==> src/core/bldl_pkg.sv <==
// Purpose: Constants for the byte lane delay and latency register bank
// Assumes: 32-bit Avalon-MM slave, byte addresses in a 16-byte window
// Notes: Offsets are word aligned; reserved bits read as zero
package bldl_pkg;
    // Register byte offsets
    localparam logic [3:0] OFS_GATE = 4'h0;
    localparam logic [3:0] OFS_MDP = 4'h4;
    localparam logic [3:0] OFS_LAT = 4'h8;
    localparam logic [3:0] OFS_CTRL = 4'hC;
    // Field widths and positions
    localparam int RANKS = 4;
    localparam int GD_W = 8;
    localparam int WLSL_W = 2;
    localparam int DGSL_W = 3;
    localparam int MASTER_LINE_DELAY_LSB = 16;
    localparam int TARGET_PERIOD_LSB = 8;
    localparam int INITIAL_PERIOD_LSB = 0;
    localparam int WLSL_LSB = 12;
    localparam int DGSL_LSB = 0;
    localparam int CTRL_DRIFT = 0;
    localparam int CTRL_MDLUPD = 1;
    localparam int CTRL_CALED = 2;
    // Writable masks, reserved bits stay zero
    localparam logic [31:0] MDP_MASK = 32'h00FF_FFFF;
    localparam logic [31:0] LAT_MASK = 32'h000F_FFFF;
    localparam logic [31:0] CTRL_MASK = 32'h0000_0003;
    // Reset values
    localparam logic [31:0] GATE_RST = 32'h0000_0000;
    localparam logic [31:0] MDP_RST = 32'h0000_0000;
    localparam logic [31:0] LAT_RST = 32'h0005_5000;
    localparam logic [31:0] CTRL_RST = 32'h0000_0003;
    // Bus answer states
    typedef enum logic [0:0] {BLDL_IDLE, BLDL_ACK} bldl_bus_t;
endpackage

==> src/core/bldl_regs.sv <==
// Purpose: Per-lane gate delay, master delay period and system latency registers
// Assumes: Training and calibration logic runs on clk and drives one-cycle strobes
// Notes: Software writes win over hardware loads in the same cycle
//
// The address map and the Avalon-MM register port were chosen for this implementation.
`timescale 1ns/1ps

module bldl_regs
    import bldl_pkg::*;
(
    // Clock and reset
    input wire logic clk,
    input wire logic rst,
    // Avalon-MM slave
    input wire logic [3:0] avs_address,
    input wire logic avs_read,
    input wire logic avs_write,
    input wire logic [31:0] avs_writedata,
    input wire logic [3:0] avs_byteenable,
    output logic [31:0] avs_readdata,
    output logic avs_waitrequest,
    // Calibration and training strobes
    input wire logic cal_done,
    input wire logic [7:0] cal_period,
    input wire logic period_valid,
    input wire logic [7:0] period_meas,
    input wire logic wl_load,
    input wire logic [7:0] wl_lat_in,
    input wire logic dg_load,
    input wire logic [11:0] dg_lat_in,
    // Settings towards the lane
    output logic [31:0] gate_delay_o,
    output logic [7:0] mdl_delay_o,
    output logic [7:0] wl_sys_lat_o,
    output logic [11:0] dg_sys_lat_o,
    output logic drift_comp_en_o
);

    // Bus state, read data and register images
    bldl_bus_t bus_r, bus_nxt;
    logic [31:0] rdata_r, rdata_nxt;
    logic [31:0] gate_r, gate_nxt;
    logic [31:0] mdp_r, mdp_nxt;
    logic [31:0] lat_r, lat_nxt;
    logic [31:0] ctrl_r, ctrl_nxt;
    logic caled_r, caled_nxt;
    logic wr_go, rd_go;

    // Byte-lane merge of a write
    function automatic logic [31:0] merge(input logic [31:0] old,
                                          input logic [31:0] wd,
                                          input logic [3:0] be);
        logic [31:0] res;
        res = old;
        for (int b = 0; b < 4; b++) begin
            if (be[b]) begin
                res[b*8 +: 8] = wd[b*8 +: 8];
            end
        end
        return res;
    endfunction

    // One wait state per access keeps read data registered
    // A request still held after its answer starts a fresh access
    assign wr_go = avs_write && (bus_r == BLDL_IDLE);
    assign rd_go = avs_read && (bus_r == BLDL_IDLE);
    assign avs_waitrequest = (avs_read || avs_write) && (bus_r != BLDL_ACK);
    assign avs_readdata = rdata_r;

    // Bus sequencing and read mux
    always_comb begin
        bus_nxt = BLDL_IDLE;
        rdata_nxt = rdata_r;
        if (rd_go || wr_go) begin
            bus_nxt = BLDL_ACK;
        end
        if (rd_go) begin
            case (avs_address)
                OFS_GATE: rdata_nxt = gate_r;
                OFS_MDP: rdata_nxt = mdp_r & MDP_MASK;
                OFS_LAT: rdata_nxt = lat_r & LAT_MASK;
                // Status bit is read-only; the write mask keeps it out of ctrl_r
                OFS_CTRL: rdata_nxt = {29'h0, caled_r, ctrl_r[1:0]};
                default: rdata_nxt = 32'h0000_0000;
            endcase
        end
    end

    always_ff @(posedge clk or posedge rst) begin
        if (rst) begin
            bus_r <= BLDL_IDLE;
            rdata_r <= 32'h0000_0000;
        end else begin
            bus_r <= bus_nxt;
            rdata_r <= rdata_nxt;
        end
    end

    // Field updates: calibration, measurement, training, then software
    // Software is applied last so that it overrides a same-cycle load
    always_comb begin
        int old_half;
        int new_half;
        int adj;
        old_half = 0;
        new_half = 0;
        adj = 0;
        gate_nxt = gate_r;
        mdp_nxt = mdp_r;
        lat_nxt = lat_r;
        ctrl_nxt = ctrl_r;
        caled_nxt = caled_r;
        if (cal_done) begin
            mdp_nxt[INITIAL_PERIOD_LSB +: 8] = cal_period;
            mdp_nxt[TARGET_PERIOD_LSB +: 8] = cal_period;
            mdp_nxt[MASTER_LINE_DELAY_LSB +: 8] = cal_period;
            for (int r = 0; r < RANKS; r++) begin
                gate_nxt[r*GD_W +: GD_W] = {1'b0, cal_period[7:1]};
            end
            caled_nxt = 1'b1;
        end else if (period_valid && ctrl_r[CTRL_MDLUPD]) begin
            mdp_nxt[TARGET_PERIOD_LSB +: 8] = period_meas;
            mdp_nxt[MASTER_LINE_DELAY_LSB +: 8] = period_meas;
            if (ctrl_r[CTRL_DRIFT] && caled_r) begin
                // Shift by the change in half period, clamped to the line range
                // Clamping, not wrapping, stops a large drift jumping the gate
                old_half = int'(mdp_r[TARGET_PERIOD_LSB+1 +: 7]);
                new_half = int'(period_meas[7:1]);
                for (int r = 0; r < RANKS; r++) begin
                    adj = int'(gate_r[r*GD_W +: GD_W]) + new_half - old_half;
                    if (adj < 0) begin
                        adj = 0;
                    end else if (adj > 255) begin
                        adj = 255;
                    end
                    gate_nxt[r*GD_W +: GD_W] = adj[7:0];
                end
            end
        end
        if (wl_load) begin
            lat_nxt[WLSL_LSB +: 8] = wl_lat_in;
        end
        if (dg_load) begin
            lat_nxt[DGSL_LSB +: 12] = dg_lat_in;
        end
        // Code 11 is stored as written; the far side never programs it
        if (wr_go) begin
            case (avs_address)
                OFS_GATE: gate_nxt = merge(gate_r, avs_writedata, avs_byteenable);
                OFS_MDP: mdp_nxt = merge(mdp_r, avs_writedata, avs_byteenable) & MDP_MASK;
                OFS_LAT: lat_nxt = merge(lat_r, avs_writedata, avs_byteenable) & LAT_MASK;
                OFS_CTRL: ctrl_nxt = merge(ctrl_r, avs_writedata, avs_byteenable) & CTRL_MASK;
                default: ;
            endcase
        end
    end

    // Reset leaves write latency at 01 and gate latency at 000
    always_ff @(posedge clk or posedge rst) begin
        if (rst) begin
            gate_r <= GATE_RST;
            mdp_r <= MDP_RST;
            lat_r <= LAT_RST;
            ctrl_r <= CTRL_RST;
            caled_r <= 1'b0;
        end else begin
            gate_r <= gate_nxt;
            mdp_r <= mdp_nxt;
            lat_r <= lat_nxt;
            ctrl_r <= ctrl_nxt;
            caled_r <= caled_nxt;
        end
    end

    // Lane settings straight from the registers
    // Write latency codes pass undecoded; the lane applies them
    assign gate_delay_o = gate_r;
    assign mdl_delay_o = mdp_r[MASTER_LINE_DELAY_LSB +: 8];
    assign wl_sys_lat_o = lat_r[WLSL_LSB +: 8];
    assign dg_sys_lat_o = lat_r[DGSL_LSB +: 12];
    assign drift_comp_en_o = ctrl_r[CTRL_DRIFT];

    // Checks on the bank's behaviour
    a_wait_one_cycle: assert property (@(posedge clk) disable iff (rst)
        $rose(avs_read) && !avs_write |-> avs_waitrequest ##1 !avs_waitrequest)
        else $error("waitrequest not released after one cycle");

    a_mdp_rsvd_zero: assert property (@(posedge clk) disable iff (rst)
        avs_read && !avs_waitrequest && avs_address == OFS_MDP
        |-> avs_readdata[31:24] == 8'h00)
        else $error("master delay reserved byte not zero");

    a_lat_rsvd_zero: assert property (@(posedge clk) disable iff (rst)
        avs_read && !avs_waitrequest && avs_address == OFS_LAT
        |-> avs_readdata[31:20] == 12'h000)
        else $error("latency reserved bits not zero");

    a_cal_half_period: assert property (@(posedge clk) disable iff (rst)
        cal_done && !wr_go |=> gate_delay_o[7:0] == {1'b0, $past(cal_period[7:1])}
        && gate_delay_o[31:24] == gate_delay_o[7:0])
        else $error("gate delay not half period after calibration");

    a_init_period: assert property (@(posedge clk) disable iff (rst)
        cal_done && !wr_go |=> mdp_r[7:0] == $past(cal_period)
        && mdp_r[15:8] == $past(cal_period))
        else $error("initial period not captured");

    a_target_track: assert property (@(posedge clk) disable iff (rst)
        period_valid && !cal_done && !wr_go && ctrl_r[1]
        |=> mdp_r[15:8] == $past(period_meas) && mdp_r[7:0] == $past(mdp_r[7:0]))
        else $error("target period not tracking");

    a_target_frozen: assert property (@(posedge clk) disable iff (rst)
        !cal_done && !wr_go && !ctrl_r[1] |=> $stable(mdp_r))
        else $error("master delay changed while updates off");

    a_drift_off_hold: assert property (@(posedge clk) disable iff (rst)
        !cal_done && !wr_go && !ctrl_r[0] |=> $stable(gate_r))
        else $error("gate delay moved with drift compensation off");

    a_wl_load: assert property (@(posedge clk) disable iff (rst)
        wl_load && !wr_go |=> wl_sys_lat_o == $past(wl_lat_in))
        else $error("write leveling latency not loaded");

    a_dg_load: assert property (@(posedge clk) disable iff (rst)
        dg_load && !wr_go |=> dg_sys_lat_o == $past(dg_lat_in))
        else $error("gate latency not loaded");

    a_lat_write: assert property (@(posedge clk) disable iff (rst)
        wr_go && avs_address == OFS_LAT && avs_byteenable == 4'hF
        |=> wl_sys_lat_o == $past(avs_writedata[19:12])
        && dg_sys_lat_o == $past(avs_writedata[11:0]))
        else $error("latency write not applied");

    // Handshake: one wait state on writes, none while the bus is quiet
    a_write_wait: assert property (@(posedge clk) disable iff (rst)
        $rose(avs_write) && !avs_read |-> avs_waitrequest ##1 !avs_waitrequest)
        else $error("write not answered after one wait state");

    a_idle_no_wait: assert property (@(posedge clk) disable iff (rst)
        !avs_read && !avs_write |-> !avs_waitrequest)
        else $error("waitrequest high with no request");

    // Unmapped words and the control word's upper bits read zero
    a_unmapped_zero: assert property (@(posedge clk) disable iff (rst)
        avs_read && !avs_waitrequest && avs_address[1:0] != 2'b00
        |-> avs_readdata == 32'h0000_0000)
        else $error("unmapped address read not zero");

    a_ctrl_rsvd_zero: assert property (@(posedge clk) disable iff (rst)
        avs_read && !avs_waitrequest && avs_address == OFS_CTRL
        |-> avs_readdata[31:3] == 29'h0)
        else $error("control reserved bits not zero");

    // With no source active the gate delays keep their value
    a_gate_hold: assert property (@(posedge clk) disable iff (rst)
        !cal_done && !period_valid && !wr_go |=> $stable(gate_r))
        else $error("gate delay changed with no source active");

    // Full-word gate and master delay writes land as written, less reserved bits; a byte-0 control write sets the drift enable
    a_gate_write: assert property (@(posedge clk) disable iff (rst)
        wr_go && avs_address == OFS_GATE && avs_byteenable == 4'hF
        |=> gate_delay_o == $past(avs_writedata))
        else $error("gate delay write not applied");

    a_mdp_write: assert property (@(posedge clk) disable iff (rst)
        wr_go && avs_address == OFS_MDP && avs_byteenable == 4'hF
        |=> mdp_r == ($past(avs_writedata) & MDP_MASK))
        else $error("master delay write not applied");

    a_ctrl_write: assert property (@(posedge clk) disable iff (rst)
        wr_go && avs_address == OFS_CTRL && avs_byteenable[0]
        |=> drift_comp_en_o == $past(avs_writedata[0]))
        else $error("drift compensation enable not written");

    // Each accepted measurement moves the master line delay with it
    a_master_line_delay_follow: assert property (@(posedge clk) disable iff (rst)
        period_valid && !cal_done && !wr_go && ctrl_r[CTRL_MDLUPD]
        |=> mdl_delay_o == $past(period_meas))
        else $error("master line delay not following measurement");

    // A longer period never pulls a gate delay in; the clamp keeps this at 255
    a_drift_track: assert property (@(posedge clk) disable iff (rst)
        period_valid && !cal_done && !wr_go && ctrl_r[1:0] == 2'b11 && caled_r
        && period_meas[7:1] >= mdp_r[15:9]
        |=> gate_delay_o[7:0] >= $past(gate_delay_o[7:0]))
        else $error("gate delay moved against the period change");

endmodule // bldl_regs

==> config.mk <==
export PLATFORM = sky130hd
export DESIGN_NAME = bldl_regs
export DESIGN_NICKNAME = d
export VERILOG_FILES = /design/src/core/bldl_pkg.sv /design/src/core/bldl_regs.sv
export SDC_FILE = /design/constraint.sdc
export NUM_CORES = 1
export LEC_CHECK = 0
export BUFFER_PORTS_ARGS = -buffer_cell sky130_fd_sc_hd__buf_2
export CORE_MARGIN = 4
export CORE_UTILIZATION = 30
export DETAILED_ROUTE_END_ITERATION = 10
export PLACE_DENSITY_LB_ADDON = 0.25
export SLEW_MARGIN = 20
export SYNTH_ARGS = -nofsm -noshare
export SYNTH_HDL_FRONTEND = slang
export SYNTH_SLANG_ARGS = --single-unit
==> constraint.sdc <==
create_clock -name clk -period 6.95 [get_ports clk]
set_clock_uncertainty 0.1 [all_clocks]
set_input_delay 1.0425 -clock clk [delete_from_list [all_inputs] [get_ports clk]]
set_output_delay 1.0425 -clock clk [all_outputs]
set_load 0.02 [all_outputs]
==> results of run 1 <==
[cells in the final DEF, fill, tap and decap left out, types with 9 or more instances in the layout]
master	instances
buf_2	177
nor2_1	122
dfrtp_1	106
inv_1	88
nand2_1	87
o21ai_0	86
a21oi_1	65
ha_1	41
o22ai_1	33
fa_1	28
a221oi_1	22
a21o_1	18
a211oi_1	18
o31ai_1	17
mux2i_1	17
or3_1	16
xnor2_1	14
nor2b_1	12
xor2_1	10
clkbuf_16	9
buf_4	9
[cells in the mapped netlist (4+ instances only)]
cell type  count  area, µm²
xnor2_1       14      122.6
o21bai_1       5      37.54
a22oi_1        5      37.54
nor2_1       122      457.9
buf_4          9      67.56
mux2i_1       17      170.2
nor2b_1       12      75.07
a211o_1        5      43.79
ha_1          41      513.0
a31oi_1        8      50.05
dfstp_2        6      157.7
o31ai_1       17      127.6
dfrtp_1      106       2653
nor3_1         5      25.02
o21ai_0       86      430.4
a221oi_1      22      192.7
o211ai_1       7      52.55
a32oi_1        4      35.03
inv_1         89      334.1
or3_1         16      100.1
a211oi_1      18      135.1
o21a_1         7      52.55
a21o_1        18      135.1
fa_1          28      560.5
o22ai_1       33      206.5
nand3_1        6      30.03
nand2_1       87      326.6
xor2_1        10      87.58
clkbuf_1      31      116.4
a21oi_1       65      325.3
nand2b_1       8      50.05
[worst max-delay path: stages]
cell	delay (ns)
buf_2	0.09
inv_1	0.16
fa_1	0.58
inv_1	0.04
ha_1	0.35
o21ai_0	0.19
o21bai_1	0.26
o22ai_1	0.13
xnor2_1	0.56
o211ai_1	0.23
a221oi_2	0.28
[cells by family (layout without fill, tap and decap cells)]
group | count (synthesis) | count (layout)
buffers and inverters | 136 | 291
AOI/OAI and AO/OA | 320 | 320
and+or+nand+nor | 279 | 279
muxes | 19 | 19
adders and majority gates | 69 | 69
xor gates and xnor gates | 24 | 24
other | 0 | 1
DFF | 112 | 112
[layer usage]
metal / part of all wire, % / vias to the layer above / GRT usage [%]
met5: 0 / - / 0
met4: 4.0 / 0 / 8.214
met3: 8.2 / 71 / 5.116
met2: 44 / 380 / 32.73
met1: 44 / 3996 / 30.55
li1: - / 3688 / -
[final cells by class]
| type | instances | area share [%] |
|---|---|---|
| repair buffers | 186 | 9.906 |
| clock inverters | 6 | 0.6110 |
| clock buffers | 10 | 2.483 |
| inverters | 89 | 3.497 |
| well taps | 341 | 4.433 |
| flip-flops and latches | 112 | 29.20 |
| diodes | 1 | 0.02600 |
| multi-input cells | 711 | 49.84 |
[final timing paths]
path / end / slack (ns) / depth (start not counted)
max in group asynchronous: gate_delay_o[13] / 4.76 / 3
worst min-delay path: avs_readdata[5] / 0.38 / 2
worst min register to register: avs_readdata[5] / 0.38 / 2
worst max-delay path: gate_delay_o[2] / 3.19 / 11
min in group asynchronous: avs_readdata[7] / 0.76 / 2
worst max register to register: gate_delay_o[21] / 3.43 / 9
[sequential cells by signal, indices dropped and copies added (netlist names)]
name	cells
avs_readdata	32
ctrl_r	2
bus_r	1
gate_delay_o	32
mdp_r	24
caled_r	1
lat_r	20
[power by group through the flow]
stage	Sequential (W)	Clock (W)	Combinational [W]
floorplan	0.000820	0	0.000647
global placement	0.000799	0	0.000973
detailed placement	0.000799	0	0.000968
CTS	0.000786	0.000560	0.000977
global route	0.000795	0.000586	0.00109
finish	0.000787	0.000551	0.000983
[through the flow]
step                cells  utilization (%)  setup slack [ns]
floorplan             959                -             2.858
global placement     1439            34.69             2.876
detailed placement   1439            34.69             2.869
CTS                  1455            35.80             3.207
global route         1456            35.81             2.944
finish               1456            35.81             3.193
==> metrics.json, run 1 <==
{
  "yosys.area_share.simple_pct": 15.40,
  "io-pin-count": 178,
  "grt_start_max_net_pins": 70,
  "cts_setup_buffers": 0,
  "drt_first_iter_violations": 816,
  "synth.net_count": 1112,
  "route.detailed.vias_per_inst": 5.587,
  "fp.dieH_um": 173.0,
  "clockRootBuffer": "clkbuf_16",
  "wl_mm": 33.30,
  "worst-endpoint-required_ns": 7.12,
  "detailedPlacementHpwl_mm": 25.68,
  "synth.mux.area_fraction_pct": 2.359,
  "synth.cell_area_um2": 8167,
  "timing.max_slew.rel_slack_pct": 28.64,
  "starting_density_of_the_core_pct": 30.39,
  "worstHoldPathType": "reg -> reg",
  "cts_repair_resize_count": 0,
  "reg2reg_from": "mdp_r[10]",
  "gp_congestion": 0.9565,
  "buffer_depth_of_the_longest_clock_path": 2,
  "power.switching_w": 0.0009758,
  "worstPathMaxFanout": 8,
  "synth-seq-area-share_pct": 34.41,
  "final_non_filler_cell_area_um2": 9624,
  "dieArea_um2": 29930,
  "multi_input_area_um2": 4797,
  "grt_antenna_before_repair": 1,
  "nFillCells": 2820,
  "synthAdderAreaFrac_pct": 13.15,
  "number_of_violations_of_the_max_capacitance_limit": 0,
  "pwr-share-seq_pct": 33.9,
  "rsz0062_at_grt": "false",
  "power-per-cell-area_nw_per_um2": 241.2,
  "min_period_ns": 3.757,
  "place.port_buffers": 177,
  "drt_pass1_iterations": 6,
  "critPathCaptureType": "flop",
  "final.period_utilization_pct": 54.06,
  "grt_overflow_total": 0,
  "antenna_left": 0,
  "report.final.slew_viol_count": 0,
  "clk_latency_ns": 0.37,
  "worst_ep_arrival_time_ns": 3.92,
  "synth_async_sr_flop_share_pct": 100.0,
  "cts_sinks": 112,
  "fin_setup_tns_ns": 0,
  "setup.worst_path.class": "in -> reg",
  "die_x_um": 173.0,
  "area_growth_syn_to_layout_pct": 17.85,
  "ys_ff_latch": 112,
  "wl_per_cell_um": 22.87,
  "hold-worst-slack_ns": 0.3807,
  "combinationalPowerShare_pct": 42.3,
  "post_synth_xor_area_fraction_pct": 2.574,
  "vias_in_the_first_global_route": 7952,
  "placementRows": 60,
  "critPathLaunchType": "input pin",
  "globalRouteTotalUtil_pct": 21.78,
  "nets": 1262,
  "synth-edff-count": 0,
  "tightestPinTransition_ns": 1.070,
  "synth-compound-area-share_pct": 25.11,
  "pwr-share-clk_pct": 23.8,
  "p_total_w": 0.002321,
  "finalHoldViolations": 0,
  "numCtsBuffers": 9,
  "placement.cell_area_um2": 9324,
  "share_of_final_layout_standard_cells_stronger_than_drive_strength_1_pct": 20.02,
  "placeableCoreArea_um2": 26880,
  "outcome": "complete, no violations",
  "via_count": 8135,
  "worst_ir_drop_vdd_uv": 143.3,
  "synth_flop_cell": "dfrtp_1",
  "yosys.cell_types.count": 61,
  "grt_pass1_wl_mm": 50.46,
  "synth.yosys.warnings": 0,
  "finalSetupViolations": 0,
  "detail_route.drc_violations": 0,
  "tritoncts": "done",
  "worst_hold_startpoint": "avs_readdata[5]",
  "cts.hold.buffers_added": 0,
  "combinational_family_with_the_most_area_after_synthesis": "compound AO/OA/AOI/OAI gates",
  "ctsHtreeMaxLevel": 3,
  "post_synth.cell_area_avg_um2": 8.516,
  "peak_clock_frequency_supported_by_timing_mhz": 266.2,
  "syn-instance-count": 959,
  "seq_cell_area_um2": 2810,
  "cellInternalPower_w": 0.001346,
  "cp-startpoint": "period_meas[5]",
  "share_of_total_power_consumed_by_net_switching_pct": 42.04,
  "cts_clock_pin_slew_for_the_worst_setup_and_hold_paths_ns": 0.08,
  "p_leak_nw": 4.586
}
(Power assumes the default switching activity.)
==> run 2, diff against run 1 <==
Clock period 6.95 ns to 3.9 ns, I/O delays scaled along.
==> run 2 against run 1 <==
Global-route usage down 0.22 points. Sequential share of layout area down 0.23 points. Combinational power up 81%. Final cell count up 0.55%. Critical path depth down 2. Critical endpoint is now gate_delay_o[21]. Largest power group unchanged.
==> metrics.json, run 2 (synthesis results as in run 1) <==
{
  "outcome": "complete, no violations",
  "grt_antenna_before_repair": 2,
  "placeableCoreArea_um2": 26880,
  "clockRootBuffer": "clkbuf_16",
  "r2r_slack_ns": 0.52,
  "die_x_um": 173.0,
  "nets": 1269,
  "cell_at_the_slowest_stage_of_the_critical_path": "fa_1",
  "seq_cell_area_um2": 2810,
  "buffer_depth_of_the_longest_clock_path": 2,
  "final.period_utilization_pct": 86.55,
  "grt_overflow_total": 0,
  "io-pin-count": 178,
  "numCtsBuffers": 9,
  "dieArea_um2": 29930,
  "share_of_final_layout_standard_cells_stronger_than_drive_strength_1_pct": 20.43,
  "grt_start_max_net_pins": 63,
  "antenna_left": 0,
  "starting_density_of_the_core_pct": 30.39,
  "p_leak_nw": 4.628,
  "tightestPinTransition_ns": 0.8416,
  "wl_per_cell_um": 22.63,
  "timing.max_slew.rel_slack_pct": 43.13,
  "globalRouteTotalUtil_pct": 21.56,
  "min_period_ns": 3.375,
  "drt_first_iter_violations": 829,
  "detailedPlacementHpwl_mm": 26.09,
  "cp_cell_sequence": "inv_1, fa_1, fa_1, a211oi_1, o21ai_0, o31ai_1, xnor2_1, o21ai_0, a31oi_1",
  "cts_clock_pin_slew_for_the_worst_setup_and_hold_paths_ns": 0.09,
  "placementRows": 60,
  "via_count": 8181,
  "drt_pass1_iterations": 5,
  "gp_congestion": 0.9378,
  "final_cell_mix": "buf_2, nor2_1, dfrtp_1",
  "route.detailed.vias_per_inst": 5.588,
  "peak_clock_frequency_supported_by_timing_mhz": 296.3,
  "worst-endpoint-required_ns": 4.09,
  "finalSetupViolations": 0,
  "power-per-cell-area_nw_per_um2": 433.3,
  "grt_util_met2_pct": 32.75,
  "multi_input_area_um2": 4797,
  "cts_sinks": 112,
  "cts.hold.buffers_added": 0,
  "cts_setup_buffers": 0,
  "gr-usage-met3_pct": 4.504,
  "global_route.peak_usage_layer": "met2",
  "report.final.slew_viol_count": 0,
  "nFillCells": 2850,
  "cpLargestDelayFamily": "compound AO/OA/AOI/OAI gates",
  "setup.worst_path.class": "reg -> reg",
  "worstHoldPathType": "in -> async",
  "critPathLaunchType": "flop",
  "globalRouteMet1Util_pct": 30.86,
  "worst_ir_drop_vdd_uv": 200.3,
  "place.port_buffers": 177,
  "max_stage_delay_ns": 0.52,
  "worstPathMaxFanout": 8,
  "post_layout_nonfiller_instances": 1464,
  "worst_ep_arrival_time_ns": 3.57,
  "tritoncts": "done",
  "detail_route.drc_violations": 0,
  "area_growth_syn_to_layout_pct": 18.78,
  "rsz0062_at_grt": "false",
  "ctsHtreeMaxLevel": 3,
  "fin_setup_tns_ns": 0,
  "wl_mm": 33.13,
  "grt_pass1_wl_mm": 49.94,
  "clk_latency_ns": 0.36,
  "fp.dieH_um": 173.0,
  "critPathBufInv": 1,
  "numPlacedInstances": 1446,
  "number_of_violations_of_the_max_capacitance_limit": 0,
  "cts_repair_resize_count": 0,
  "vias_in_the_first_global_route": 7893,
  "layout.cells.most_common": "buf_2",
  "critPathCaptureType": "flop",
  "finalHoldViolations": 0
}
run 2: report_power, final:
part / switching, W / total (W) / internal, W / leakage (nW)
registers: 0.000136 / 0.00140 / 0.00127 / 1.36
clock network: 0.000511 / 0.00102 / 0.000513 / 0.147
logic: 0.00110 / 0.00178 / 0.000680 / 3.12
run 2: routing by layer:
layer	routed length, µm	share of wire [%]
met1	15170	46
met2	14660	44
met3	2473	7.5
met4	831	2.5
met5	0	0
run 2: path summary, 6_finish.rpt:
kind | from | end | cells past startpoint
setup / recovery | mdp_r[10] | gate_delay_o[21] | 9
setup reg to reg | mdp_r[10] | gate_delay_o[21] | 9
hold reg to reg | avs_readdata[9] | avs_readdata[9] | 2
min in group clk | wl_lat_in[6] | lat_r[18] | 3
max in group asynchronous | rst | ctrl_r[0] | 3
hold / removal | rst | avs_readdata[7] | 2
run 2: stage by stage:
step	hold slack [ns]	area, µm²	power, W	util, %	worst slack, ns
finish	0.05888	9701	0.004204	36.09	0.5246
global route	0.07307	9701	0.004451	36.09	0.3308
floorplan	0.3528	8167	0.002614	-	0.2659
global placement	0.3666	9389	0.003178	34.93	0.4082
detailed placement	0.3682	9389	0.003173	34.93	0.3135
CTS	0.06445	9696	0.004197	36.08	0.5308
run 2: worst reg2reg max path: cells and delay by family (launching register included):
family                   cells  cell delay (ns)
flip-flops                   1             0.42
adder cells (fa/ha/maj)      2             1.01
buffers and inverters        1             0.28
AO/OA/AOI/OAI                5             1.14
XOR/XNOR                     1             0.35
run 2: final cells by class:
cell class                      count  area share (%)
Clock buffer                       10           2.360
Multi-Input combinational cell    711           49.45
Antenna cell                        2         0.05159
Timing Repair Buffer              193           10.50
Sequential cell                   112           28.97
Inverter                           89           3.470
Clock inverter                      6          0.7997
Tap cell                          341           4.398
